<file path="config.mk">
export PLATFORM = sky130hd
export DESIGN_NAME = double_length_accumulator
export DESIGN_NICKNAME = d
export VERILOG_FILES = /design/src/dla_pkg.sv /design/src/double_length_accumulator.sv
export SDC_FILE = /design/constraint.sdc
export NUM_CORES = 1
export LEC_CHECK = 0
export ABC_AREA = 1
export BUFFER_PORTS_ARGS = -buffer_cell sky130_fd_sc_hd__buf_2
export CAP_MARGIN = 20
export CORE_MARGIN = 8
export CORE_UTILIZATION = 55
export DETAILED_ROUTE_END_ITERATION = 10
export GPL_TIMING_DRIVEN = 0
export PLACE_DENSITY = 0.72
export SLEW_MARGIN = 20
export SYNTH_ARGS = -nofsm -noshare
export SYNTH_HDL_FRONTEND = slang
export SYNTH_SLANG_ARGS = --single-unit
export TNS_END_PERCENT = 50
</file>
<file path="constraint.sdc">
create_clock -name clk -period 3.22 [get_ports clk]
set_input_delay 0.483 -clock clk [delete_from_list [all_inputs] [get_ports clk]]
set_output_delay 0.483 -clock clk [all_outputs]
set_load 0.01 [all_outputs]
</file>
<file path="src/dla_pkg.sv">
// package: word layout, control codes, operations and carriers for the long accumulator block
package dla_pkg;
   localparam int WORD_W = 32;
   localparam int LINE_WORDS = 32;
   localparam int MC_W = 5;
   localparam int TOP_DIGIT = WORD_W - 1;
   localparam int CODE_W = 5;
   localparam logic [CODE_W-1:0] CODE_DELAY_ON = 5'h03;
   localparam logic [CODE_W-1:0] CODE_SPLIT_OFF = 5'h04;
   localparam logic [CODE_W-1:0] CODE_SPLIT_ON = 5'h05;
   localparam logic [WORD_W-1:0] WORD_ZERO = 32'h00000000;
   localparam logic [WORD_W-1:0] WORD_ONES = 32'hffffffff;
   localparam logic TRIG_RESET = 1'b0;

   typedef enum logic [1:0] {
      OP_NONE,
      OP_ADD,
      OP_SUB
   } acc_op_t;

   // one transfer beat from the sequencer
   typedef struct packed {
      logic store_wr;                 // write to single_store_input
      logic line_wr;                  // write to recirculating_line
      acc_op_t acc_op;                // add or subtract destination
      logic acc_load;                 // plain load of the addressed accumulator word
      logic ctrl_wr;                  // control_trigger_destination strobe
      logic [CODE_W-1:0] ctrl_code;   // control code (source number)
      logic [WORD_W-1:0] data;        // word on the transfer bus
   } xfer_t;

   typedef struct packed {
      logic delay_chain_trigger;
      logic split_word_trigger;
      logic extending;
   } trig_state_t;
endpackage : dla_pkg

</file>
<file path="src/double_length_accumulator.sv">
// double-length accumulator with split-word and delay-chain triggers, one word per cycle
// Function
// RQ1 - delay-chain on: single-word store keeps nothing, loop broken, passes line words
// RQ2 - delay-chain on: store output is line word of previous minor cycle
// RQ3 - 32-word line; store acts as 33rd one-word stage when chained
// RQ4 - any write to store input turns delay-chain off and stores the word
// RQ5 - chained path lets a line word be written one position later
// RQ6 - code 3 sets delay-chain, 4 clears split, 5 sets split; no data moves
// RQ7 - even word is low half, odd word is high half of 64 digits
// RQ8 - double length: only odd top digit is the sign
// RQ9 - split off: carry or borrow passes from even word into odd word
// RQ10 - split on: two independent signed words, no carry between them
// RQ11 - shift source gives addressed word down one place, accumulator unchanged
// RQ12 - split off: shifted even top digit comes from odd lowest digit
// RQ13 - shifted odd word replicates its sign digit
// RQ14 - split on: shifted even word replicates its own top digit
// RQ15 - n-place double shift needs 2n cycles of shift-to-accumulator transfer
// RQ16 - add destination adds, subtract destination subtracts, same parity word
// RQ17 - sequencer orders multi-cycle accumulator transfers even first then odd
// RQ18 - split off: add or subtract ending on even cycle extends one cycle
// RQ19 - extension word is all zeros or all ones from last digit sent
// RQ20 - split on: add and subtract are never extended
// RQ21 - words move least digit first, last digit is the sign
// RQ22 - triggers hold until changed by code, or store write for delay-chain
`timescale 1ns/100ps
module double_length_accumulator
   import dla_pkg::*;
#(
   parameter int WIDTH = dla_pkg::WORD_W,
   parameter int DEPTH = dla_pkg::LINE_WORDS
) (
   input wire logic clk,                             // 100 MHz clock, one minor cycle per edge
   input wire logic arst_n,                          // asynchronous reset, active low
   input wire logic clk_en,                          // freezes all state while low
   input wire logic [dla_pkg::MC_W-1:0] minor_cycle, // current minor cycle number
   input wire dla_pkg::xfer_t xfer,                  // transfer beat from sequencer
   output logic [WIDTH-1:0] line_out,                // recirculating line word of the previous minor cycle
   output logic [WIDTH-1:0] store_out,               // single_store_output word
   output logic [WIDTH-1:0] shift_out,               // shift_down_source word
   output logic [WIDTH-1:0] acc_out,                 // addressed long accumulator word
   output dla_pkg::trig_state_t trig_out,            // trigger and extension state
   output logic busy                                 // extension cycle in progress, sequencer holds off
);
   import dla_pkg::*;

   // line words live in an array of their own; the line is not reset
   logic [WIDTH-1:0] line_mem [DEPTH];
   logic [WIDTH-1:0] store_q;
   logic [WIDTH-1:0] acc_even_q;
   logic [WIDTH-1:0] acc_odd_q;
   logic delay_chain_q;
   logic split_q;
   logic carry_q;
   logic carry_valid_q;
   logic ext_q;
   logic ext_sub_q;
   logic ext_sign_q;

   logic [WIDTH-1:0] line_rd;
   logic [WIDTH-1:0] store_rd;
   logic line_we;
   logic store_we;

   logic odd_cycle;
   logic double_mode;
   logic seq_op;
   logic ext_beat;
   logic arm_ext;
   logic top_digit_in;
   logic code_delay_on;
   logic code_split_off;
   logic code_split_on;

   // adder and shifter work on the half addressed by this minor cycle
   logic [WIDTH-1:0] acc_cur;
   logic [WIDTH-1:0] acc_new;
   logic [WIDTH-1:0] operand;
   logic [WIDTH-1:0] ext_word;
   logic [WIDTH-1:0] shift_d;
   logic [WIDTH:0] sum_w;
   logic carry_in;
   logic carry_out;
   logic acc_active;
   logic op_sub;

   // arithmetic shift down by one, top filled from given digit
   function automatic logic [WIDTH-1:0] shift_one(input logic [WIDTH-1:0] w, input logic fill);
      shift_one = {fill, w[WIDTH-1:1]};
   endfunction : shift_one

   // control strobe carrying one code; no data word moves with it
   function automatic logic is_code(input xfer_t x, input logic [CODE_W-1:0] code);
      is_code = x.ctrl_wr && (x.ctrl_code == code);
   endfunction : is_code

   // all zeros or all ones from one digit
   function automatic logic [WIDTH-1:0] sign_word(input logic digit);
      sign_word = digit ? WORD_ONES : WORD_ZERO;
   endfunction : sign_word

   // subtract folds into the adder as a + ~b + carry in, carry out 1 meaning no borrow
   function automatic logic [WIDTH:0] add_word(input logic [WIDTH-1:0] a, input logic [WIDTH-1:0] b,
      input logic sub, input logic cin);
      logic [WIDTH-1:0] b_eff;
      b_eff = sub ? ~b : b;
      add_word = {1'b0, a} + {1'b0, b_eff} + {{WIDTH{1'b0}}, cin};
   endfunction : add_word

   // one-place downward shift of the addressed half
   function automatic logic [WIDTH-1:0] shift_half(input logic odd, input logic split,
      input logic [WIDTH-1:0] even_w, input logic [WIDTH-1:0] odd_w);
      if (odd) begin
         shift_half = shift_one(odd_w, odd_w[TOP_DIGIT]); // see RQ8 see RQ13
      end else if (split) begin
         shift_half = shift_one(even_w, even_w[TOP_DIGIT]); // see RQ14
      end else begin
         shift_half = shift_one(even_w, odd_w[0]); // see RQ12
      end
   endfunction : shift_half

   assign odd_cycle = minor_cycle[0];
   assign double_mode = !split_q;
   assign line_rd = line_mem[minor_cycle];
   // chained, the store shows the word the line presented one minor cycle ago
   assign store_rd = store_q; // see RQ2
   assign line_we = clk_en && xfer.line_wr;
   assign store_we = clk_en && xfer.store_wr;
   assign top_digit_in = xfer.data[TOP_DIGIT]; // see RQ21
   assign code_delay_on = is_code(xfer, CODE_DELAY_ON); // see RQ6
   assign code_split_off = is_code(xfer, CODE_SPLIT_OFF); // see RQ6
   assign code_split_on = is_code(xfer, CODE_SPLIT_ON); // see RQ6
   assign seq_op = xfer.acc_op != OP_NONE;
   assign ext_word = sign_word(ext_sign_q); // see RQ19
   // a sequencer word in the odd cycle means the transfer went on, so no extension
   assign ext_beat = ext_q && !seq_op; // see RQ18
   assign arm_ext = !ext_q && seq_op && !odd_cycle && double_mode; // see RQ18 see RQ20

   // recirculating line: a write replaces the word at this minor cycle
   always_ff @(posedge clk) begin
      if (line_we) begin
         line_mem[minor_cycle] <= xfer.data; // see RQ5
      end
   end

   // single-word store: loop broken while chained, acts as one extra stage
   always_ff @(posedge clk or negedge arst_n) begin
      if (!arst_n) begin
         store_q <= WORD_ZERO;
      end else if (store_we) begin
         store_q <= xfer.data; // see RQ4
      end else if (clk_en && delay_chain_q) begin
         store_q <= line_rd; // see RQ1 see RQ3
      end
   end

   // delay-chain trigger: a store write always wins over code 3
   always_ff @(posedge clk or negedge arst_n) begin
      if (!arst_n) begin
         delay_chain_q <= TRIG_RESET;
      end else if (clk_en) begin
         if (xfer.store_wr) begin
            delay_chain_q <= 1'b0; // see RQ4 see RQ22
         end else if (code_delay_on) begin
            delay_chain_q <= 1'b1; // see RQ6
         end
      end
   end

   // split-word trigger: only codes 4 and 5 move it
   always_ff @(posedge clk or negedge arst_n) begin
      if (!arst_n) begin
         split_q <= TRIG_RESET;
      end else if (clk_en) begin
         if (code_split_off) begin
            split_q <= 1'b0; // see RQ6
         end else if (code_split_on) begin
            split_q <= 1'b1; // see RQ6 see RQ22
         end
      end
   end

   // operand: the sequencer's word, or the sign word in an extension beat
   always_comb begin
      acc_active = ext_beat || seq_op;
      op_sub = ext_beat ? ext_sub_q : (xfer.acc_op == OP_SUB); // see RQ16
      operand = ext_beat ? ext_word : xfer.data; // see RQ19
      acc_cur = odd_cycle ? acc_odd_q : acc_even_q; // see RQ7
   end

   // carry enters the odd word only straight after an even beat in double-length mode
   always_comb begin
      if (odd_cycle && double_mode && carry_valid_q) begin
         carry_in = carry_q; // see RQ9
      end else begin
         carry_in = op_sub; // see RQ10
      end
   end

   // shift source never alters the accumulator
   always_comb begin
      sum_w = add_word(acc_cur, operand, op_sub, carry_in);
      carry_out = sum_w[WIDTH];
      acc_new = sum_w[WIDTH-1:0];
      shift_d = shift_half(odd_cycle, split_q, acc_even_q, acc_odd_q); // see RQ11
   end

   // less significant half
   always_ff @(posedge clk or negedge arst_n) begin
      if (!arst_n) begin
         acc_even_q <= WORD_ZERO;
      end else if (clk_en && !odd_cycle) begin
         if (acc_active) begin
            acc_even_q <= acc_new; // see RQ16
         end else if (xfer.acc_load) begin
            acc_even_q <= xfer.data; // see RQ15
         end
      end
   end

   // more significant half; a double shift feeds the shift source back here
   always_ff @(posedge clk or negedge arst_n) begin
      if (!arst_n) begin
         acc_odd_q <= WORD_ZERO;
      end else if (clk_en && odd_cycle) begin
         if (acc_active) begin
            acc_odd_q <= acc_new; // see RQ16
         end else if (xfer.acc_load) begin
            acc_odd_q <= xfer.data; // see RQ15
         end
      end
   end

   // carry kept from an even beat for the odd beat that follows it only
   always_ff @(posedge clk or negedge arst_n) begin
      if (!arst_n) begin
         carry_q <= 1'b0;
         carry_valid_q <= 1'b0;
      end else if (clk_en) begin
         // borrow kept in complement form: carry 1 means no borrow
         carry_q <= carry_out; // see RQ9
         carry_valid_q <= acc_active && !odd_cycle;
      end
   end

   // sign extension of a single-length operand ending on an even cycle
   always_ff @(posedge clk or negedge arst_n) begin
      if (!arst_n) begin
         ext_q <= 1'b0;
         ext_sub_q <= 1'b0;
         ext_sign_q <= 1'b0;
      end else if (clk_en) begin
         if (arm_ext) begin
            ext_q <= 1'b1; // see RQ18 see RQ20
            ext_sub_q <= xfer.acc_op == OP_SUB;
            ext_sign_q <= top_digit_in; // see RQ19 see RQ21
         end else begin
            ext_q <= 1'b0;
         end
      end
   end

   // outputs change only on enabled edges, so they hold while frozen
   always_ff @(posedge clk or negedge arst_n) begin
      if (!arst_n) begin
         line_out <= WORD_ZERO;
      end else if (clk_en) begin
         line_out <= line_rd; // see RQ3
      end
   end

   always_ff @(posedge clk or negedge arst_n) begin
      if (!arst_n) begin
         store_out <= WORD_ZERO;
      end else if (clk_en) begin
         store_out <= store_rd; // see RQ2
      end
   end

   always_ff @(posedge clk or negedge arst_n) begin
      if (!arst_n) begin
         acc_out <= WORD_ZERO;
      end else if (clk_en) begin
         acc_out <= acc_cur; // see RQ7
      end
   end

   // shows the state before this edge's update of the same half
   always_ff @(posedge clk or negedge arst_n) begin
      if (!arst_n) begin
         shift_out <= WORD_ZERO;
      end else if (clk_en) begin
         shift_out <= shift_d; // see RQ11
      end
   end

   // extending marks an armed extension; busy only when no sequencer word replaces it
   assign trig_out = '{delay_chain_trigger: delay_chain_q, split_word_trigger: split_q, extending: ext_q};
   assign busy = ext_beat;
endmodule : double_length_accumulator

</file>
**Yosys cells after proc, flatten, opt, wreduce, memory -nomap -nowiden**

Memory sizes are Yosys's and may differ from the RTL's.
Index checks and enable logic that the tools add are counted.

- Reductions and logical operators: 30
- Eq/ne operators: 4
- Multiplexer cells: 19
- $add $sub $neg: 2
- Bitwise operators: 1

Operator list:

| operator | count |
|---|---|
| $mux W32 | 10 |
| $add A32 B32 Y33 | 1 |
| $add A33 B1 Y33 | 1 |
| $not A32 Y32 | 1 |
| $logic_and A1 B1 Y1 | 15 |
| $eq A5 B3 Y1 const B | 2 |
| $reduce_and A2 Y1 | 5 |
| $reduce_bool A2 Y1 | 5 |
| $mux W1 | 9 |
| $eq A5 B2 Y1 const B | 1 |
| $logic_not A1 Y1 | 4 |
| $eq A2 B2 Y1 const B | 1 |
| $logic_or A1 B1 Y1 | 1 |

- RAM bits: 1024
- Register bits after elaboration: 231
- Output and inout bits: 132
- Memories kept: 1
- Input port bits: 51
- Word-level logic and storage cells: 71

Memories:

| memory | words | width | read ports | clocked after Yosys merged registers in | write ports | RTL line | text |
|---|---|---|---|---|---|---|---|
| line_mem | 32 | 32 | 1 | 0 | 1 | double_length_accumulator.sv:47 | `logic [WIDTH-1:0] line_mem [DEPTH];` |

**Depth between registers and ports, before layout**

Gate-level depths: netlist of the first run.

- Depth in word-level cells: 9
- Depth in mapped cells: 21
- Depth with buffers taken out: 20

**Worst setup path after synthesis of the first run**

Ideal clock, no wire load.

- Kind: input to register
- Start point: in minor_cycle[0] in the netlist's numbering
- End point: mem line_mem[12][0] in the netlist's numbering, enable pin
- Path slack: 43 ps
- Cell stages on the path: 6
- Data required time: 2799 ps
- Setup time: 421 ps
- Data arrival time: 2756 ps
- Cells stage by stage: buf_6 -> nor2_2 -> buf_2 -> buf_2 -> nand2_1 -> nor2_1

RTL lines:

| item | RTL line | text |
|---|---|---|
| start, declared | double_length_accumulator.sv:35 | `input wire logic [dla_pkg::MC_W-1:0] minor_cycle,` |
| end, declared | double_length_accumulator.sv:47 |  |

No word-level cell before the write port.

**Final worst setup path of the first run**

- Start point: in clk_en
- End point: mem line_mem[20][26] in the netlist's numbering, enable pin

- Cells in the longest elaborated chain, start to end: 3

Ends and longest elaborated chain:

| item | RTL line | text |
|---|---|---|
| start, declared | double_length_accumulator.sv:34 | `input wire logic clk_en,` |
| $logic_and A1 B1 Y1 | double_length_accumulator.sv:126 | `assign line_we = clk_en && xfer.line_wr;` |
| $mux W1 | double_length_accumulator.sv:140 | `if (line_we) begin` |
| $mux W1 (implied by the code) | double_length_accumulator.sv:141 | `line_mem[minor_cycle] <= xfer.data;` |

No other way between the ends.

==> results.py, run 1 <==
metrics = {
    "run_status": {
        "outcome": "completed",
    },
    "drt": {
        "vias_per_cell": 6.302,
        "drt-initial-drc-count": 4967,
        "vias": 35270,
        "post_drt_wl_per_cell_um": 28.75,
        "drt_first_pass_iters": 6,
        "wl_um": 160900,
        "drc": 0,
        "antenna_left": 0,
    },
    "worst_setup_path": {
        "reg2reg_to": "acc_odd_q[30]",
        "cp.arrival_ps": 3550,
        "start_kind": "input port",
        "r2r-start": "ext_q",
        "end_kind": "flip-flop",
        "r2r_cells": 19,
        "cp_max_fo": 13,
        "crit_required_ps": 3630,
        "crit_type": "input port to flip-flop",
        "r2r_setup_slack_ps": 110,
    },
    "timing": {
        "rsz0062_at_grt": "yes",
        "hold_viol_final": 0,
        "fin_ws_ps": 78.90,
        "fmax_ghz": 0.3184,
        "finClkSkew_ps": 26.53,
        "period_needed_ps": 3141,
        "worst_hold_slack_ps": 97.57,
        "tightest_slew_ps": 1097,
        "period_share": 0.9755,
        "slew-limit-headroom": 0.2648,
        "final_max_slew_viol_count": 0,
        "setup-violations-final": 0,
    },
    "die": {
        "core-area_um2": 89870,
        "fp.dieArea_um2": 100600,
        "start_util": 0.5548,
        "io_pins": 183,
        "num_rows": 110,
        "die_y_um": 317.1,
        "die_w_um": 317.1,
    },
    "synthesis": {
        "synthCells": 3956,
        "synth_edf_count": 1024,
        "ys_types": 37,
        "syn-num-nets": 4040,
        "ys.flop_type": "edfxtp_1",
        "avgSynthCellArea_um2": 12.60,
        "synth_seq_area_share": 0.7170,
        "async_reset_ff_frac": 0.1634,
        "synth.most_common_cell": "edfxtp_1",
        "ys_top_cells_by_count": "edfxtp_1, nand2_1, a22oi_1, inv_1, a21oi_1",
        "synth_area_um2": 49870,
        "synth_top_area_frac": 0.6167,
        "synth_warnings": 0,
        "yosysTopAreaCell": "edfxtp_1",
        "ys_top_cells_by_area": "edfxtp_1, dfrtp_1, a22oi_1",
        "ys_seq_elements": 1224,
    },
    "flow_run": {
        "max-cap-violations": 0,
    },
    "pwr": {
        "peakVddDrop_mv": 0.4796,
        "power.total_mw": 37.49,
        "p_leak_nw": 22.17,
        "power_density_nw_per_um2": 646.8,
    },
    "cts": {
        "clockBufferDepth": 3,
        "cts_made_buffers": 117,
        "h-tree-depth": 3,
        "clk_latency_ps": 720,
        "numClockSinks": 1224,
        "clk_pin_slew_ps": 60,
        "cts_tree": "done",
        "clk_root_buffer_cell": "clkbuf_16",
    },
    "hold_path": {
        "min_path_type": "input port to flip-flop",
        "min_to": "ext_sub_q",
        "hold_depth": 3,
        "hp-start": "xfer[40]",
    },
    "placement": {
        "dp_slack_ps": -1171,
        "io_buffers": 179,
        "hpwlAfterDp_um": 109000,
        "place_congestion": 0.9910,
    },
    "global_routing": {
        "grt_start_max_net_pins": 96,
        "grt_pass1_vias": 33900,
        "grt_pass1_wl_um": 228500,
        "grt_usage": 0.3144,
        "antenna_found_initial": 5,
        "grt_overflow_total": 0,
    },
    "layout": {
        "drive_gt1_frac": 0.1500,
        "area_growth_pct": 16.23,
        "final_util": 0.6449,
        "fin_nets": 4408,
    },
}
==> how the worst max path moves through the flow <==
stage / from / to / slack (ps) / depth (start not counted)
after CTS: ext_q / acc_even_q[30] / 6 / 19
after global placement: minor_cycle[2] / line_mem[7][3] / -3160 / 6
after global routing: ext_q / acc_even_q[20] / -30 / 19
final: clk_en / line_mem[20][26] / 80 / 8
after detailed placement: xfer[40] / acc_odd_q[28] / -1170 / 21
after floorplan: minor_cycle[0] / line_mem[12][0] / 40 / 6
==> metal layers <==
metal	wire length, um	track usage
met4	8877	0.1504
met3	20530	0.07912
met5	13	0
met1	56240	0.3997
met2	75200	0.5071
==> stage by stage <==
step / cell area [um2] / instances / setup TNS, ps
6_report: 57960 / 5596 / 0
5_1_grt: 57950 / 5595 / -29.14
4_1_cts: 57850 / 5594 / 0
3_5_place_dp: 54060 / 5373 / -382860
3_3_place_gp: 52230 / 5311 / -3121140
2_1_floorplan: 49870 / 3956 / 0
==> repair_timing <==
| item | in CTS | in global routing |
|---|---|---|
| setup endpoints to repair | 118 | 40 |
| pin swaps | 6 | 7 |
| hold buffers | 1 | 0 |
| endpoints found under the hold margin | 107 | 0 |
| gates resized for setup | 31 | 30 |
| setup buffers | 6 | 2 |
==> critical path, cell delays in order <==
cell	delay [ps]
buf_2	200
clkbuf_1	590
nand2_1	370
inv_1	230
nand2_1	510
nor2_4	720
buf_16	240
buf_16	180
==> placed cells by master (no fill, tap or decap), drive strengths merged, types with 101 or more instances in the layout <==
master | synthesis | final
clkbuf | 81 | 235
nand3 | 104 | 104
inv | 242 | 246
nand2 | 884 | 884
a21oi | 213 | 213
dfrtp | 200 | 200
o21ai | 101 | 101
edfxtp | 1024 | 1024
buf | 150 | 399
nor2 | 184 | 184
a22oi | 512 | 512
==> cell type report <==
cell class / instances / area, um2
multi-input combinational: 2259 / 12360
buffer: 230 / 1280
sequential: 1224 / 35760
antenna: 1 / 2.502
fill: 6476 / 31920
timing repair buffer: 250 / 2557
clock buffer: 155 / 3153
inverter: 242 / 908.4
tap: 1176 / 1471
clock inverter: 59 / 473.0
==> state kept, by name, indices dropped and copies added, names as in the netlist <==
register and cells:
store_q 32, acc_out 31, acc_even_q 32, line_out 32, shift_out 2, carry_valid_q 1, store_out 32, ext_sub_q 1
acc_odd_q 32, split_q 1, carry_q 1, ext_sign_q 1, delay_chain_q 1, line_mem 1024, ext_q 1
==> cell families (layout without fill, tap and decap cells) <==
| family | count (synthesis) | after routing | synth area share |
|---|---|---|---|
| AO/OA/AOI/OAI | 889 | 889 | 0.1168 |
| flip-flops | 1224 | 1224 | 0.7170 |
| adder cells (fa/ha/maj) | 33 | 33 | 0.008581 |
| other | 0 | 1 | 0 |
| buffers and inverters | 473 | 936 | 0.04311 |
| XOR/XNOR | 45 | 45 | 0.007904 |
| AND/OR/NAND/NOR | 1292 | 1292 | 0.1066 |
==> power by group <==
group / internal, mW / switching, mW
combinational: 1.97 / 3.96
sequential: 17.9 / 0.456
clock: 7.33 / 5.84
Power figures use the tool's default switching activity.
==> run 2, diff against run 1 <==
--- a/config.mk
+++ b/config.mk
@@ -5,7 +5,6 @@
 export SDC_FILE = /design/constraint.sdc
 export NUM_CORES = 1
 export LEC_CHECK = 0
-export ABC_AREA = 1
 export BUFFER_PORTS_ARGS = -buffer_cell sky130_fd_sc_hd__buf_2
 export CAP_MARGIN = 20
 export CORE_MARGIN = 8
==> run 2 against run 1 <==
The run now ends with setup timing left. Sequential share of layout area fell by 0.70 points. Clock skew is 13 ps higher. Largest power group unchanged. First-iteration DRC count fell by 13%. Final area grew 1.1%. Critical endpoint is now acc_odd_q[20]. Total power is 7.0% higher. Register-to-register slack got worse by 650 ps.
==> results.py, run 2 <==
metrics = {
    "run_status": {
        "outcome": "finished with violations",
        "violations": "setup timing",
    },
    "drt": {
        "vias_per_cell": 6.708,
        "post_drt_wl_per_cell_um": 34.49,
        "drt_first_pass_iters": 7,
        "wl_um": 150500,
        "vias": 29280,
        "drt-initial-drc-count": 4308,
        "drc": 0,
        "antenna_left": 0,
    },
    "timing": {
        "tightest_slew_ps": 1155,
        "hold_viol_final": 0,
        "period_share": 1.168,
        "worst_hold_slack_ps": 41.90,
        "fin_ws_ps": -542.1,
        "fmax_ghz": 0.2658,
        "slew-limit-headroom": 0.2301,
        "finClkSkew_ps": 39.29,
        "final_max_slew_viol_count": 0,
        "setup-violations-final": 47,
        "period_needed_ps": 3762,
        "rsz0062_at_grt": "yes",
        "timing.setup.tns_ps": -13590,
    },
    "die": {
        "die_w_um": 315.5,
        "io_pins": 183,
        "num_rows": 110,
        "start_util": 0.5515,
        "die_y_um": 315.5,
        "fp.dieArea_um2": 99540,
        "core-area_um2": 89460,
    },
    "synthesis": {
        "synth_seq_area_share": 0.7247,
        "synth_top_area_frac": 0.6233,
        "syn-num-nets": 2755,
        "synthAdderAreaFrac": 0.008674,
        "synth_warnings": 0,
        "synthCells": 2671,
        "synth-simple-area-share": 0.03031,
        "ys_top_cells_by_area": "edfxtp_1, mux4_2, dfrtp_1",
        "synth_area_um2": 49330,
        "synth-compound-area-share": 0.06023,
        "synth_edf_count": 1024,
        "synthXorXnorAreaFrac": 0.009409,
        "synth.most_common_cell": "edfxtp_1",
        "synth_top_family_by_area": "multiplexers",
        "ys_top_cells_by_count": "edfxtp_1, mux4_2, dfrtp_1, a21oi_1, mux2_2",
        "ys_seq_elements": 1224,
        "ys.flop_type": "edfxtp_1",
        "yosysTopAreaCell": "edfxtp_1",
        "ys_types": 67,
        "async_reset_ff_frac": 0.1634,
        "synth_mux_area_frac": 0.1462,
        "avgSynthCellArea_um2": 18.47,
    },
    "placement": {
        "dp_slack_ps": -1797,
        "place_inst": 4095,
        "hpwlAfterDp_um": 99320,
        "place_area_um2": 53800,
        "io_buffers": 179,
        "place_congestion": 0.9047,
    },
    "layout": {
        "fin_nets": 3173,
        "final_util": 0.6553,
        "drive_gt1_frac": 0.3390,
        "layout_common_cells": "edfxtp_1, mux4_2, buf_2",
        "largest_reg_flops": 1024,
        "finalNonFillerCells": 4365,
        "layout_commonest_cell": "edfxtp_1",
        "top_register": "line_mem",
        "area_growth_pct": 18.82,
        "stdcell_area_um2": 58620,
    },
    "global_routing": {
        "grt_overflow_total": 0,
        "grt_pass1_vias": 29270,
        "antenna_found_initial": 5,
        "grt_usage": 0.3003,
        "grt_pass1_wl_um": 212700,
        "grt_start_max_net_pins": 98,
    },
    "worst_setup_path": {
        "cp.arrival_ps": 4340,
        "crit_type": "flip-flop to flip-flop",
        "cp_max_fo": 5,
        "crit_required_ps": 3800,
        "reg2reg_to": "acc_odd_q[20]",
        "r2r-start": "ext_q",
        "start_kind": "flip-flop",
        "r2r_setup_slack_ps": -540,
        "r2r_cells": 16,
        "end_kind": "flip-flop",
    },
    "cts": {
        "clk_root_buffer_cell": "clkbuf_16",
        "clockBufferDepth": 3,
        "cts_made_buffers": 116,
        "h-tree-depth": 3,
        "clk_pin_slew_ps": 70,
        "cts_tree": "done",
        "clk_latency_ps": 720,
        "numClockSinks": 1224,
    },
    "flow_run": {
        "max-cap-violations": 0,
    },
    "hold_path": {
        "min_to": "ext_sub_q",
        "hold_depth": 2,
        "min_path_type": "input port to flip-flop",
        "hp-start": "xfer[39]",
    },
    "pwr": {
        "p_leak_nw": 20.23,
        "peakVddDrop_mv": 0.5190,
        "power.total_mw": 40.10,
        "power_density_nw_per_um2": 684.1,
    },
}
==> run 2: how the worst max path moves through the flow <==
stage | cells after the start | endpoint | startpoint
after floorplan | 20 | acc_odd_q[20] | minor_cycle[0]
after global placement | 6 | line_mem[22][13] | minor_cycle[1]
after detailed placement | 19 | acc_even_q[30] | xfer[40]
after CTS | 18 | acc_even_q[28] | ext_q
after global routing | 16 | acc_even_q[20] | ext_q
final | 16 | acc_odd_q[20] | ext_q
==> run 2: repair_timing <==
| item | CTS | global route |
|---|---|---|
| pin swaps | 53 | 56 |
| hold endpoints to repair | 47 | 0 |
| gates resized for setup | 133 | 48 |
| hold buffers | 2 | 0 |
| buffers inserted | 34 | 23 |
| endpoints found under the setup margin | 602 | 56 |
==> run 2: kinds of logic (layout without fill, tap and decap cells) <==
family	after synthesis	after routing
DFF	1224	1224
AOI/OAI and AO/OA	456	456
muxes	386	386
and+or+nand+nor	313	313
buffers and inverters	206	721
xor gates and xnor gates	53	53
adders and majority gates	33	33
other	0	3
==> run 2: area by class of cell <==
cell class,count,area [um2]
Antenna cell,3,7.507
Buffer,191,1149
Clock buffer,155,3153
Clock inverter,60,546.8
Fill cell,5922,30840
Inverter,10,37.54
Multi-Input combinational cell,1241,13400
Sequential cell,1224,35760
Tap cell,1176,1471
Timing Repair Buffer,305,3098
==> run 2: worst max-delay path, stage by stage, from the launching register on <==
cell and delay (ps):
dfrtp_2 450, and3_4 260, clkbuf_16 150, a21oi_4 40, xnor2_4 180, fa_2 360
inv_2 60, fa_2 230, nor2b_4 60, o31a_1 290, o31ai_4 340, and2_4 220
o21ai_4 70, o311a_1 320, or3_1 330, a31oi_2 200, o21ai_1 90
==> run 2: per-layer routing <==
metal | up-vias | global-route usage | part of all wire
met5 | - | 0 | 0.000073
met4 | 2 | 0.1467 | 0.059
met3 | 411 | 0.06154 | 0.11
met2 | 2061 | 0.4638 | 0.46
met1 | 15180 | 0.4112 | 0.37
li1 | 11620 | - | -
==> run 2: where the power goes <==
group	switching (mW)	internal [mW]	total (mW)
clock network	5.87	7.51	13.4
logic	4.53	3.52	8.06
registers	0.574	18.1	18.7
total	11.0	29.1	40.1
